$ cat src/shared/timer_map.svh
// Register offsets, field positions and reset values of the timer channel.
// Assumes inclusion by bare name from every file that needs a constant.
`ifndef TIMER_MAP_SVH
`define TIMER_MAP_SVH

// ----------------------------------------------------------------------
// Sizes
// ----------------------------------------------------------------------
`define COUNTER_BITS 16
`define PRESCALE_BITS 10
`define BMR_BITS 3
`define SENSE_W 6
`define TAP_W 5

// ----------------------------------------------------------------------
// Byte addresses
// ----------------------------------------------------------------------
`define ADDR_CCR 8'h00
`define ADDR_CMR 8'h04
`define ADDR_CV 8'h10
`define ADDR_RA 8'h14
`define ADDR_RB 8'h18
`define ADDR_RC 8'h1c
`define ADDR_SR 8'h20
`define ADDR_BCR 8'hc0
`define ADDR_BMR 8'hc4

// ----------------------------------------------------------------------
// Fields
// ----------------------------------------------------------------------
`define CCR_ENABLE 0
`define CCR_DISABLE 1
`define CCR_TRIGGER 2
`define BCR_SYNC 0
`define CMR_SRC_LSB 0
`define CMR_SRC_MSB 2
`define CMR_INVERT 3
`define CMR_BURST_LSB 4
`define CMR_BURST_MSB 5
`define CMR_STOP 6
`define CMR_DISABLE 7
`define CMR_TEDGE_LSB 8
`define CMR_TEDGE_MSB 9
`define CMR_TSEL_LSB 10
`define CMR_TSEL_MSB 11
`define CMR_EVT_EN 12
`define CMR_CMP_TRIG 14
`define CMR_WAVE 15
`define CMR_LDA_LSB 16
`define CMR_LDA_MSB 17
`define CMR_LDB_LSB 18
`define CMR_LDB_MSB 19
`define CMR_MASK 32'h000f_dfff
`define CMR_RESET 32'h0000_0000
`define SR_OVF 0
`define SR_OVR 1
`define SR_CMPC 4
`define SR_LDA 5
`define SR_LDB 6
`define SR_CLK_ON 16
`define SR_LINE_A 17
`define SR_LINE_B 18

// ----------------------------------------------------------------------
// Sensed lines and clock taps
// ----------------------------------------------------------------------
`define SENSE_A 0
`define SENSE_B 1
`define SENSE_CLK 5
`define CLKSRC_EXT0 3'h5
`define TAP1_BIT 0
`define TAP2_BIT 2
`define TAP3_BIT 4
`define TAP4_BIT 6
`define TAP5_BIT 9

`endif

$ cat src/shared/timer_pkg.sv
// Types shared by the timer channel modules.
// Assumes nothing of its surroundings.
package timer_pkg;
   typedef logic [7:0] addr_type;
   typedef logic [31:0] word_type;
   typedef enum logic [2:0] {
      RUN_OFF = 3'h1,
      RUN_HOLD = 3'h2,
      RUN_GO = 3'h4
   } run_state_type;
endpackage

$ cat src/shared/sense_if.sv
// Bundle of sampled lines, their edges and the prescaler clock taps.
// Assumes all members are produced and consumed in the pclk domain.
`timescale 1ns/1ns
`default_nettype none
`include "timer_map.svh"

interface sense_if;
   logic [`SENSE_W-1:0] level;
   logic [`SENSE_W-1:0] rise;
   logic [`SENSE_W-1:0] fall;
   logic [`TAP_W-1:0] taps;
   modport sensor (input level, output rise, output fall);
   modport divider (output taps);
   modport core (output level, input rise, input fall, input taps);
endinterface

`default_nettype wire

$ cat src/design/timer_counter_channel.sv
// One timer/counter channel with its block registers and an APB slave.
// Assumes synchronous pins, the single clock pclk and an APB master.
//
// Function
// - Counter increments on each selected clock edge.
// - Rollover to zero sets overflow flag.
// - Trigger clears counter at next counted edge.
// - Block mode picks pin or chained line A.
// - Source from five internal, three external clocks.
// - Invert bit counts on opposite edge.
// - Burst passes clock only while gate high.
// - Enable/disable commands; disabled ignores start/stop.
// - B load or C compare may disable.
// - Status shows clock enabled.
// - Any trigger resets and starts if enabled.
// - B load or C compare may stop.
// - Mode bit picks capture or waveform.
// - Pin directions follow mode and event source.
// - Software trigger command issues trigger.
// - Block sync acts as software trigger.
// - C compare match may trigger.
// - External trigger sources per mode.
// - A and B capture on line A edges.
// - A/B loads alternate after each trigger.
// - Unread reload sets overrun, overwrites.
//
// The APB slave port and the address map were left to the implementer.
`timescale 1ns/1ns
`default_nettype none
`include "timer_map.svh"

module timer_counter_channel #(
   parameter int CNT_W = `COUNTER_BITS
)(
   input wire logic pclk,
   input wire logic presetn,
   input wire logic psel,
   input wire logic penable,
   input wire logic pwrite,
   input wire timer_pkg::addr_type paddr,
   input wire timer_pkg::word_type pwdata,
   output timer_pkg::word_type prdata,
   output logic pready,
   output logic pslverr,
   input wire logic [`BMR_BITS-1:0] external_clock_pins,
   input wire logic [`BMR_BITS-1:0] chain_line_a,
   input wire logic io_line_a_in,
   output logic io_line_a_out,
   output logic io_line_a_oe,
   input wire logic io_line_b_in,
   output logic io_line_b_out,
   output logic io_line_b_oe,
   output logic sync_out
);
   import timer_pkg::*;

   if (CNT_W < 2 || CNT_W > 32)
   begin : g_bad_width
      $error("Counter width out of range.");
   end

   // -------------------------------------------------------------------
   // Declarations
   // -------------------------------------------------------------------
   word_type cmr, next_cmr, next_prdata, rd_word, status;
   logic [`BMR_BITS-1:0] bmr, next_bmr, xc;
   logic [`BMR_BITS:0] burst_src;
   logic [CNT_W-1:0] cv, ra, rb, rc, next_cv, next_ra, next_rb, next_rc;
   logic pend, fresh, a_ok, b_ok, ra_unread, rb_unread;
   logic next_pend, next_fresh, next_a_ok, next_b_ok;
   logic next_ra_unread, next_rb_unread;
   logic ovf_flag, ovr_flag, cmp_flag, lda_flag, ldb_flag;
   logic next_ovf_flag, next_ovr_flag, next_cmp_flag;
   logic next_lda_flag, next_ldb_flag;
   logic next_pready, next_pslverr, next_a_oe, next_b_oe;
   logic next_a_out, next_b_out, next_sync;
   run_state_type run, next_run;
   logic wave, raw_clk, gate, tick, cmp_c, trig, trig_ok;
   logic sw_trig, sync_trig, ext_hit, hit_a, hit_b, stop_ev, dis_ev;
   logic en_cmd, dis_cmd, rd_take, wr_done, wr_ccr, addr_hit;
   logic rd_sr, rd_ra, rd_rb;
   logic [2:0] src, esrc;

   sense_if sen ();

   edge_sense u_edge (
      .pclk(pclk),
      .presetn(presetn),
      .s(sen)
   );

   clock_prescaler u_div (
      .pclk(pclk),
      .presetn(presetn),
      .d(sen)
   );

   function automatic logic edge_hit(input logic [1:0] sel,
                                     input logic r, input logic f);
      edge_hit = (sel[0] & r) | (sel[1] & f);
   endfunction

   // -------------------------------------------------------------------
   // Clock selection and events
   // -------------------------------------------------------------------
   // External levels are sampled straight on pclk, so each level must
   // outlast one pclk period or an edge is missed.
   assign wave = cmr[`CMR_WAVE];
   assign xc = (bmr & chain_line_a) | (~bmr & external_clock_pins);
   assign src = cmr[`CMR_SRC_MSB:`CMR_SRC_LSB];
   assign raw_clk = (src < `CLKSRC_EXT0) ? sen.taps[src]
                  : xc[2'(src - `CLKSRC_EXT0)];
   assign sen.level = {raw_clk ^ cmr[`CMR_INVERT], xc,
                       io_line_b_in, io_line_a_in};
   assign burst_src = {xc, 1'b1};
   assign gate = burst_src[cmr[`CMR_BURST_MSB:`CMR_BURST_LSB]];
   assign tick = sen.rise[`SENSE_CLK] & gate & (run == RUN_GO);
   // The match is taken only in the cycle after the counter moved, so a
   // stopped counter resting on the compare value fires once.
   assign cmp_c = fresh & (cv == rc);

   // -------------------------------------------------------------------
   // Bus decode
   // -------------------------------------------------------------------
   assign rd_take = psel & penable & ~pready & ~pwrite;
   assign wr_done = psel & penable & pready & pwrite & addr_hit;
   assign rd_sr = rd_take & (paddr == `ADDR_SR);
   assign rd_ra = rd_take & (paddr == `ADDR_RA);
   assign rd_rb = rd_take & (paddr == `ADDR_RB);
   assign wr_ccr = wr_done & (paddr == `ADDR_CCR);
   assign en_cmd = wr_ccr & pwdata[`CCR_ENABLE];
   assign dis_cmd = wr_ccr & pwdata[`CCR_DISABLE];
   assign sw_trig = wr_ccr & pwdata[`CCR_TRIGGER];
   assign sync_trig = wr_done & (paddr == `ADDR_BCR)
                    & pwdata[`BCR_SYNC];

   // -------------------------------------------------------------------
   // Triggers, loads, stop and disable
   // -------------------------------------------------------------------
   assign esrc = wave
      ? 3'(cmr[`CMR_TSEL_MSB:`CMR_TSEL_LSB]) + 3'(`SENSE_B)
      : (cmr[`CMR_TSEL_LSB] ? 3'(`SENSE_A) : 3'(`SENSE_B));
   assign ext_hit = edge_hit(cmr[`CMR_TEDGE_MSB:`CMR_TEDGE_LSB],
                             sen.rise[esrc], sen.fall[esrc])
                  & (~wave | cmr[`CMR_EVT_EN]);
   assign trig = sw_trig | sync_trig | ext_hit
               | (cmp_c & cmr[`CMR_CMP_TRIG]);
   assign trig_ok = trig & (run != RUN_OFF);
   assign hit_a = ~wave & a_ok
                & edge_hit(cmr[`CMR_LDA_MSB:`CMR_LDA_LSB],
                           sen.rise[`SENSE_A], sen.fall[`SENSE_A]);
   assign hit_b = ~wave & b_ok
                & edge_hit(cmr[`CMR_LDB_MSB:`CMR_LDB_LSB],
                           sen.rise[`SENSE_A], sen.fall[`SENSE_A]);
   assign stop_ev = cmr[`CMR_STOP] & (wave ? cmp_c : hit_b);
   assign dis_ev = dis_cmd
                 | (cmr[`CMR_DISABLE] & (wave ? cmp_c : hit_b));

   // -------------------------------------------------------------------
   // Read side
   // -------------------------------------------------------------------
   always_comb
   begin
      status = '0;
      status[`SR_OVF] = ovf_flag;
      status[`SR_OVR] = ovr_flag;
      status[`SR_CMPC] = cmp_flag;
      status[`SR_LDA] = lda_flag;
      status[`SR_LDB] = ldb_flag;
      status[`SR_CLK_ON] = (run != RUN_OFF);
      status[`SR_LINE_A] = io_line_a_in;
      status[`SR_LINE_B] = io_line_b_in;
   end

   always_comb
   begin
      rd_word = '0;
      addr_hit = 1'b1;
      case (paddr)
         `ADDR_CCR, `ADDR_BCR: rd_word = '0;
         `ADDR_CMR: rd_word = cmr;
         `ADDR_CV: rd_word = 32'(cv);
         `ADDR_RA: rd_word = 32'(ra);
         `ADDR_RB: rd_word = 32'(rb);
         `ADDR_RC: rd_word = 32'(rc);
         `ADDR_SR: rd_word = status;
         `ADDR_BMR: rd_word = 32'(bmr);
         default: addr_hit = 1'b0;
      endcase
   end

   // -------------------------------------------------------------------
   // Bus answer and configuration
   // -------------------------------------------------------------------
   // One wait state: data is taken in the first access cycle and pready
   // rises in the second, so prdata always comes from a flip-flop.
   always_comb
   begin
      next_cmr = cmr;
      next_bmr = bmr;
      next_rc = rc;
      next_pready = psel & penable & ~pready;
      next_pslverr = psel & penable & ~pready & ~addr_hit;
      next_prdata = rd_take ? rd_word : prdata;
      if (wr_done)
      begin
         case (paddr)
            `ADDR_CMR: next_cmr = pwdata & `CMR_MASK;
            `ADDR_BMR: next_bmr = pwdata[`BMR_BITS-1:0];
            `ADDR_RC: next_rc = pwdata[CNT_W-1:0];
            default: next_cmr = cmr;
         endcase
      end
   end

   // -------------------------------------------------------------------
   // Clock control
   // -------------------------------------------------------------------
   // A disable command beats an enable written in the same word.
   always_comb
   begin
      next_run = run;
      case (run)
         RUN_OFF:
            if (en_cmd & ~dis_cmd)
               next_run = RUN_HOLD;
         RUN_HOLD:
            if (dis_ev)
               next_run = RUN_OFF;
            else if (trig)
               next_run = RUN_GO;
         RUN_GO:
            if (dis_ev)
               next_run = RUN_OFF;
            else if (stop_ev & ~trig)
               next_run = RUN_HOLD;
         default:
            next_run = RUN_OFF;
      endcase
   end

   // -------------------------------------------------------------------
   // Counter, capture and flags
   // -------------------------------------------------------------------
   // Every flag lets a new event win over a read that clears it.
   always_comb
   begin
      next_cv = cv;
      next_ra = ra;
      next_rb = rb;
      next_pend = trig_ok | (pend & ~tick);
      next_fresh = tick;
      next_ovf_flag = ovf_flag & ~rd_sr;
      next_ovr_flag = (hit_a & ra_unread & ~rd_ra)
                    | (hit_b & rb_unread & ~rd_rb)
                    | (ovr_flag & ~rd_sr);
      next_cmp_flag = cmp_c | (cmp_flag & ~rd_sr);
      next_lda_flag = hit_a | (lda_flag & ~rd_sr);
      next_ldb_flag = hit_b | (ldb_flag & ~rd_sr);
      next_ra_unread = hit_a | (ra_unread & ~rd_ra);
      next_rb_unread = hit_b | (rb_unread & ~rd_rb);
      if (tick & pend)
         next_cv = '0;
      else if (tick)
      begin
         next_cv = cv + 1'b1;
         if (&cv)
            next_ovf_flag = 1'b1;
      end
      if (hit_a)
         next_ra = cv;
      else if (wr_done & wave & (paddr == `ADDR_RA))
         next_ra = pwdata[CNT_W-1:0];
      if (hit_b)
         next_rb = cv;
      else if (wr_done & wave & (paddr == `ADDR_RB))
         next_rb = pwdata[CNT_W-1:0];
      next_a_ok = a_ok;
      next_b_ok = b_ok;
      if (trig_ok)
      begin
         next_a_ok = 1'b1;
         next_b_ok = 1'b0;
      end
      else if (hit_a)
      begin
         next_a_ok = 1'b0;
         next_b_ok = 1'b1;
      end
      else if (hit_b)
      begin
         next_a_ok = 1'b1;
         next_b_ok = 1'b0;
      end
   end

   // -------------------------------------------------------------------
   // Pins
   // -------------------------------------------------------------------
   // Output shaping is minimal here: in waveform mode A toggles on a C match, B only while it is driven.
   always_comb
   begin
      next_a_oe = wave;
      next_b_oe = wave
                & (cmr[`CMR_TSEL_MSB:`CMR_TSEL_LSB] != '0);
      next_a_out = io_line_a_out ^ (wave & cmp_c);
      next_b_out = io_line_b_out ^ (next_b_oe & cmp_c);
      next_sync = sync_trig;
   end

   // -------------------------------------------------------------------
   // Registers
   // -------------------------------------------------------------------
   always_ff @(posedge pclk or negedge presetn)
   begin
      if (!presetn)
      begin
         cmr <= `CMR_RESET;
         bmr <= '0;
         cv <= '0;
         ra <= '0;
         rb <= '0;
         rc <= '0;
         run <= RUN_OFF;
         pend <= 1'b0;
         fresh <= 1'b0;
         a_ok <= 1'b1;
         b_ok <= 1'b0;
         ra_unread <= 1'b0;
         rb_unread <= 1'b0;
         ovf_flag <= 1'b0;
         ovr_flag <= 1'b0;
         cmp_flag <= 1'b0;
         lda_flag <= 1'b0;
         ldb_flag <= 1'b0;
         prdata <= '0;
         pready <= 1'b0;
         pslverr <= 1'b0;
         io_line_a_oe <= 1'b0;
         io_line_b_oe <= 1'b0;
         io_line_a_out <= 1'b0;
         io_line_b_out <= 1'b0;
         sync_out <= 1'b0;
      end
      else
      begin
         cmr <= next_cmr;
         bmr <= next_bmr;
         cv <= next_cv;
         ra <= next_ra;
         rb <= next_rb;
         rc <= next_rc;
         run <= next_run;
         pend <= next_pend;
         fresh <= next_fresh;
         a_ok <= next_a_ok;
         b_ok <= next_b_ok;
         ra_unread <= next_ra_unread;
         rb_unread <= next_rb_unread;
         ovf_flag <= next_ovf_flag;
         ovr_flag <= next_ovr_flag;
         cmp_flag <= next_cmp_flag;
         lda_flag <= next_lda_flag;
         ldb_flag <= next_ldb_flag;
         prdata <= next_prdata;
         pready <= next_pready;
         pslverr <= next_pslverr;
         io_line_a_oe <= next_a_oe;
         io_line_b_oe <= next_b_oe;
         io_line_a_out <= next_a_out;
         io_line_b_out <= next_b_out;
         sync_out <= next_sync;
      end
   end
endmodule

`default_nettype wire

$ cat src/design/edge_sense.sv
// Edge detector for the sampled lines of one channel.
// Assumes its inputs are already synchronous to pclk.
`timescale 1ns/1ns
`default_nettype none
`include "timer_map.svh"

module edge_sense (
   input wire logic pclk,
   input wire logic presetn,
   sense_if.sensor s
);
   logic [`SENSE_W-1:0] prev;
   logic [`SENSE_W-1:0] next_prev;

   always_comb
   begin
      next_prev = s.level;
   end

   always_ff @(posedge pclk or negedge presetn)
   begin
      if (!presetn)
         prev <= '0;
      else
         prev <= next_prev;
   end

   assign s.rise = s.level & ~prev;
   assign s.fall = ~s.level & prev;
endmodule

`default_nettype wire

$ cat src/design/clock_prescaler.sv
// Free-running prescaler that supplies the five internal clock levels.
// Assumes a single clock pclk; taps are square waves of pclk.
`timescale 1ns/1ns
`default_nettype none
`include "timer_map.svh"

module clock_prescaler #(
   parameter int DIV_W = `PRESCALE_BITS
)(
   input wire logic pclk,
   input wire logic presetn,
   sense_if.divider d
);
   if (DIV_W <= `TAP5_BIT)
   begin : g_bad_width
      $error("Prescaler too narrow for the slowest tap.");
   end

   logic [DIV_W-1:0] count;
   logic [DIV_W-1:0] next_count;

   always_comb
   begin
      next_count = count + 1'b1;
   end

   always_ff @(posedge pclk or negedge presetn)
   begin
      if (!presetn)
         count <= '0;
      else
         count <= next_count;
   end

   assign d.taps = {count[`TAP5_BIT], count[`TAP4_BIT], count[`TAP3_BIT],
                    count[`TAP2_BIT], count[`TAP1_BIT]};
endmodule

`default_nettype wire

$ cat config.mk
export PLATFORM = sky130hd
export DESIGN_NAME = timer_counter_channel
export DESIGN_NICKNAME = d
export VERILOG_FILES = /design/src/shared/timer_pkg.sv /design/src/shared/sense_if.sv /design/src/design/timer_counter_channel.sv /design/src/design/edge_sense.sv /design/src/design/clock_prescaler.sv
export VERILOG_INCLUDE_DIRS = /design/src /design/src/shared
export SDC_FILE = /design/constraint.sdc
export NUM_CORES = 1
export LEC_CHECK = 0
export ABC_AREA = 1
export BUFFER_PORTS_ARGS = -buffer_cell sky130_fd_sc_hd__buf_2
export CORE_MARGIN = 2
export CORE_UTILIZATION = 55
export CTS_CLUSTER_SIZE = 20
export DETAILED_ROUTE_END_ITERATION = 10
export PLACE_DENSITY = 0.83
export SYNTH_ARGS = -nofsm -noshare
export SYNTH_HDL_FRONTEND = slang
export SYNTH_SLANG_ARGS = --single-unit
$ cat constraint.sdc
create_clock -name pclk -period 3.1 [get_ports pclk]
set_input_delay 0.155 -clock pclk [delete_from_list [all_inputs] [get_ports pclk]]
set_output_delay 0.155 -clock pclk [all_outputs]
set_load 0.005 [all_outputs]
# Yosys cells after proc, flatten, opt, wreduce, memory -nomap -nowiden
# Cells that the tools add are included.
[op_classes]
n_addsub = 4
multipliers = 0
div_mod_pow = 0
order_cmp = 5
n_eq_ne = 16
shifts = 0
mux = 37
bitwise_logic = 92
reduce_logical = 12
[ops]
columns = ["operator", "count"]
rows = [
  ["$pmux W20 S7", 1],
  ["$mux W16", 6],
  ["$and A1 B1 Y1", 55],
  ["$eq A8 B5 Y1 const B", 4],
  ["$mux W1", 18],
  ["$mux W3", 6],
  ["$add A16 B1 Y16 const B", 1],
  ["$eq A16 B16 Y1", 1],
  ["$eq A8 B8 Y1 const B", 2],
  ["$or A1 B1 Y1", 16],
  ["$reduce_and A16 Y1", 1],
  ["$and A6 B6 Y6", 2],
  ["$not A6 Y6", 2],
  ["$add A10 B1 Y10 const B", 1],
  ["$not A1 Y1", 10],
  ["$bmux W1 S3", 3],
  ["$pmux W3 S3", 1],
  ["$reduce_or A9 Y1", 1],
  ["$eq A8 B3 Y1 const B", 1],
  ["$eq A8 B6 Y1 const B", 1],
  ["$logic_not A8 Y1", 1],
  ["$lt A3 B4 Y1 const B", 2],
  ["$reduce_bool A2 Y1", 4],
  ["$and A3 B3 Y3", 2],
  ["18 further kinds", 24],
]
[word_totals]
register_bits = 155
latch_bits = 0
mem_bits_rw = 0
romBits = 0
input_bits = 53
output_inout_bits = 39
elab_cells = 194
memories = 0

# Logic depth before layout (Yosys ltp)
[depth]
word_depth = 21
depth_mapped = 20
mapped_depth_nobuf = 20

# By module
# From an unflattened synthesis, not the netlist that was laid out.
[hier_totals]
hier_cells = 980
area_unflattened_um2 = 7623.6
[modules_own_cells]
columns = ["mod", "instances", "cells_per_inst", "area_each_um2", "seq_area_each_um2"]
rows = [
  ["timer_counter_channel", 1, 893, 6879.1, 3180.6],
  ["clock_prescaler", 1, 57, 504.2, 250.2],
  ["edge_sense", 1, 30, 240.2, 150.1],
]

# Worst setup path before layout
# OpenSTA, ideal clock, no wires.
[synth_path]
path_kind = "in2reg"
from = "input paddr[1]"
to = "register rc[4]"
arrival_time_ps = 1725
path_slack_ps = 1250
path_stages = 9
n_path_buf = 1
path_cell_list = "nor2_1 -> inv_2 -> nor4_4 -> nor2_2 -> nand4_2 -> nand2_4 -> nor2_1 -> buf_2 -> mux2_2"
[synth_via]
elab_chain_cells = 5
elab_cells_between_ends = 13
[synth_rtl]
columns = ["element", "line", "source"]
rows = [
  ["start, declared", "timer_counter_channel.sv:40", "input wire timer_pkg::addr_type paddr,"],
  ["$eq A8 B6 Y1, or another cell as far along", "timer_counter_channel.sv:179", "case (paddr)"],
  ["$reduce_or A9 Y1 (no source line)", "-", ""],
  ["$mux W1", "timer_counter_channel.sv:179", ""],
  ["$and A1 B1 Y1", "timer_counter_channel.sv:126", "assign wr_done = psel & penable & pready & pwrite & addr_hit;"],
  ["$reduce_and A2 Y1 (no source line) (*)", "-", ""],
  ["end signal, assigned", "timer_counter_channel.sv:352", "rc <= next_rc;"],
  ["end, declared", "timer_counter_channel.sv:68", "logic [CNT_W-1:0] cv, ra, rb, rc, next_cv, next_ra, next_rb, next_rc;"],
]
# Mark *: on every way between the ends. The rest lies on a longest branch, timed or not.
# A chain may end at the register's enable or synchronous reset.

# Worst setup path after layout
[layout_path]
from = "register cmr[10]"
to = "register a_ok"
[layout_via]
elab_chain_cells = 11
elab_cells_between_ends = 16
[layout_rtl]
columns = ["element", "line", "source"]
rows = [
  ["start, declared", "timer_counter_channel.sv:65", "word_type cmr, next_cmr, next_prdata, rd_word, status;"],
  ["start signal, assigned", "timer_counter_channel.sv:318", "cmr <= `CMR_RESET;"],
  ["start signal, assigned", "timer_counter_channel.sv:347", "cmr <= next_cmr;"],
  ["$add A2 B1 Y3 or $mux W1 (tied branches)", "timer_counter_channel.sv:141, timer_counter_channel.sv:142", ""],
  ["$mux W3 (*)", "timer_counter_channel.sv:140", "assign esrc = wave"],
  ["$bmux W1 S3", "timer_counter_channel.sv:144", "sen.rise[esrc], sen.fall[esrc])"],
  ["$mux W1 (not written as such)", "timer_counter_channel.sv:144", ""],
  ["$and A1 B1 Y1", "timer_counter_channel.sv:100", "edge_hit = (sel[0] & r) | (sel[1] & f);"],
  ["$or A1 B1 Y1 (*)", "timer_counter_channel.sv:100", ""],
  ["$and A1 B1 Y1 (*)", "timer_counter_channel.sv:143", "assign ext_hit = edge_hit(cmr[`CMR_TEDGE_MSB:`CMR_TEDGE_LSB],"],
  ["$or A1 B1 Y1 (*) (2 in a row)", "timer_counter_channel.sv:146", "assign trig = sw_trig | sync_trig | ext_hit"],
  ["$and A1 B1 Y1 (*)", "timer_counter_channel.sv:148", "assign trig_ok = trig & (run != RUN_OFF);"],
  ["$reduce_bool A3 Y1 (no source line) or $mux W1 (tied branches)", "-", ""],
  ["end signal, assigned", "timer_counter_channel.sv:356", "a_ok <= next_a_ok;"],
  ["end, declared", "timer_counter_channel.sv:69", "logic pend, fresh, a_ok, b_ok, ra_unread, rb_unread;"],
]
# Mark *: on every way between the ends. The rest lies on a longest branch, timed or not. The select of a mux whose other input is x is not followed.

==> impl_metrics.py <==
metrics = {
    "outcome": {
        "run_status": "finished clean",
    },
    "cts": {
        "ctsLongestPathBuffers": 2,
        "cts.reportedPaths.clkPinSlew_ns": 0.06,
        "cts-htree-levels": 4,
        "cts.sink_count": 143,
        "cts_repair_resize_count": 0,
        "clk-insertion-delay-late_ns": 0.42,
        "cts_tree": "done",
        "number_of_buffers_inserted_during_clock_tree_synthesis": 17,
        "clk_root_buffer_cell": "clkbuf_16",
    },
    "synthesis": {
        "synth_top_family_by_area": "simple AND/OR/NAND/NOR gates",
        "synth-edff-count": 0,
        "synthesis.yosys.warnings": 0,
        "ys.flop_type": "dfrtp_1",
        "synth.area.top_cells": "dfrtp_1, nand2_1, inv_1, o21ai_0, o22ai_1",
        "post-synth-top-area-fraction": 0.486,
        "average_size_of_a_mapped_cell_sq_um": 8.20,
        "synthesis.instances": 885,
        "async_reset_ff_frac": 1.00,
        "synthMuxAreaShare": 0.00465,
        "synth_simple_gate_area_frac": 0.199,
        "synthDominantAreaCellType": "dfrtp_1",
        "synth.ff_latch_count": 143,
        "synth_area_sq_mm": 0.00726,
        "yosysSeqAreaShare": 0.493,
        "yosys.area_share.xor_xnor": 0.0217,
        "yosys.cell_types.count": 45,
        "synthAdderAreaFrac": 0.00689,
        "synth_compound_area_frac": 0.179,
    },
    "final_layout": {
        "synthToLayoutAreaGrowth_pct": 15.7,
        "nNetsFinal": 1019,
        "antennaDiodeCount": 0,
        "final_core_utilization": 0.658,
        "layout.cells.non_filler": 1147,
        "mostFrequentLayoutCells": "nand2_1, dfrtp_1, inv_1, o21ai_0, buf_2",
        "mostFrequentLayoutCell": "nand2_1",
        "final_layout_size_suffix_gt1_frac": 0.136,
    },
    "critical_path": {
        "class_of_the_most_critical_setup_path": "register to register",
        "reg2reg_to": "a_ok",
        "worst_case_reg_to_reg_path_depth": 13,
        "cpMaxStageDelayCell": "dfrtp_1",
        "crit_chain": "clkinv_1 > ha_1 > nand2_1 > a21oi_1 > nand2_1 > nand3_1 > nand2_1 > nand2_1 > nand2_1 > nand2_1 > nand2_1 > nand2_1 > inv_1",
        "worstPathRequired_ns": 3.45,
        "type_of_element_capturing_the_critical_path": "register",
        "worst-endpoint-arrival_ns": 2.84,
        "critPathMostFrequentCell": "nand2_1",
        "r2r_slack_ns": 0.61,
        "critical_path.top_delay_family": "simple AND/OR/NAND/NOR gates",
        "capturing_instance_or_port_of_the_critical_path": "a_ok",
        "crit_path_start_kind": "register",
        "r2r-start": "cmr[10]",
        "timing.critical_path.depth": 13,
        "crit_path_max_incr_delay_ns": 0.53,
        "cp.buffers_inverters": 2,
        "critical_path.startpoint": "cmr[10]",
        "crit_fanout": 9,
    },
    "power": {
        "vdd_drop_max_uv": 401,
        "power.total_mw": 4.32,
        "p_leak_nw": 4.18,
        "power.density_cell_area_mw_per_mm2": 514,
    },
    "die": {
        "placeableCoreArea_sq_mm": 0.0128,
        "die_area_sq_mm": 0.0141,
        "floorplan.initialDensity": 0.568,
        "die_h_um": 119,
        "die-width_um": 119,
        "fp-row-count": 41,
        "io_pins": 92,
    },
    "detailed_routing": {
        "drc_errors": 0,
        "routed_wire_length_per_instance_um": 18.3,
        "drt_first_iter_violations": 960,
        "routed-via-count": 6905,
        "route.detailed.vias_per_inst": 6.02,
        "routed_wl_um": 21000,
        "firstDrtPassIters": 8,
        "antenna_violating_nets_post_route": 0,
    },
    "sta": {
        "finalCriticalPeriod_ns": 2.49,
        "timing.max_slew.rel_slack": 0.421,
        "hold-worst-slack_ns": 0.00354,
        "worst_clock_skew_ns": 0.0103,
        "final.setup.tns_ns": 0,
        "setup_repair_after_global_routing_missed_its_margin": "no",
        "layout_worst_path_cycle_share": 0.804,
        "max_clock_freq_mhz": 401,
        "tightestPinTransition_ns": 0.869,
        "timing_max_transition_violations_final": 0,
        "final-setup-viol-count": 0,
        "final_hold_viol_count": 0,
    },
    "job": {
        "drv_cap": 0,
    },
    "place": {
        "io_buffers": 67,
        "dpl.hpwl_um": 14000,
        "place_inst": 1107,
        "gp_routability_congestion": 0.876,
    },
    "global_routing": {
        "grt_antenna_before_repair": 0,
        "grt_start_max_net_pins": 97,
        "grt_pass1_wl_um": 33600,
        "grt_overflow_total": 0,
        "grt_pass1_vias": 6504,
        "grt.total_usage": 0.306,
    },
    "hold_path": {
        "worst_min_path_class": "input pin to register",
    },
}
Yosys cell counts (2+ instances only):
cell type	number
a211oi_1	8
a21oi_1	24
a221oi_1	3
a31oi_1	11
buf_2	6
buf_4	18
clkbuf_1	15
clkinv_1	2
dfrtp_1	141
dfstp_2	2
ha_1	4
inv_1	120
inv_2	3
mux2_2	3
nand2_1	210
nand2_2	3
nand3_1	36
nand4_1	8
nor2_1	56
nor2_2	3
nor3_1	13
nor4_1	3
nor4_4	2
o2111ai_1	3
o211ai_1	23
o21a_1	2
o21ai_0	66
o21ai_1	20
o221ai_1	8
o22ai_1	35
o31ai_1	4
xnor2_1	8
xor2_1	10
area by class of cell:
cell class | count | area (sq um)
sequential | 143 | 3580
clock inverter | 12 | 136
multi-input combinational | 588 | 3030
tap | 172 | 215
timing repair buffer | 87 | 524
inverter | 125 | 469
clock buffer | 20 | 447
fill | 961 | 4370
sequential cells by signal (all words and copies together), names as in the netlist, 3 cells and up:
name	flops
cv	16
rb	16
cmr	19
rc	16
u_div.count	10
bmr	3
ra	16
run	3
prdata	20
u_edge.prev	6
worst min-delay path by stage:
stage,endpoint,slack (ns),cells after the start,start
3_5_place_dp,u_edge.prev[0],0.28,1,io_line_a_in
2_1_floorplan,b_ok,-0.14,0,presetn
3_3_place_gp,u_edge.prev[0],0.28,1,io_line_a_in
6_report,cmr[18],0.004,3,pwdata[18]
5_1_grt,cmr[18],0.01,3,pwdata[18]
4_1_cts,cmr[12],0.006,3,pwdata[12]
kinds of logic after synthesis:
group                      count (synthesis)
buffers and inverters                    165
DFF                                      143
adders and majority gates                  4
and+or+nand+nor                          339
other                                      1
xor gates and xnor gates                  18
muxes                                      3
AOI/OAI and AO/OA                        212
power breakdown:
group	switching (mW)	internal [mW]	leakage (nW)
sequential	0.0380	1.91	1.59
clock	0.810	1.21	0.277
combinational	0.237	0.105	2.31
routing by layer:
metal	GRT usage	routed length, um	part of all wire	up-vias
met5	0	0	0	-
met4	0.129	871	0.041	0
met3	0.0886	2180	0.10	87
met2	0.478	9730	0.46	468
met1	0.399	8210	0.39	3249
li1	-	-	-	3101
stage by stage:
step	cell area, sq um	worst slack, ns
floorplan	7300	1.25
global placement	7740	0.734
detailed placement	7740	0.632
CTS	8400	0.697
global route	8400	0.416
finish	8400	0.606
worst reg2reg max path, stage by stage (launching register included):
cell and delay, ns:
dfrtp_1 0.53, clkinv_1 0.35, ha_1 0.42, nand2_1 0.08
a21oi_1 0.16, nand2_1 0.09, nand3_1 0.09, nand2_1 0.06
nand2_1 0.14, nand2_1 0.08, nand2_1 0.19, nand2_1 0.11
nand2_1 0.09, inv_1 0.04
what timing repair did:
| action | CTS | global route |
|---|---|---|
| endpoints found under the hold margin | 100 | 0 |
| hold buffers | 8 | 0 |
| setup buffers | 0 | 0 |
Note: power is estimated with default switching activity, not from simulation.
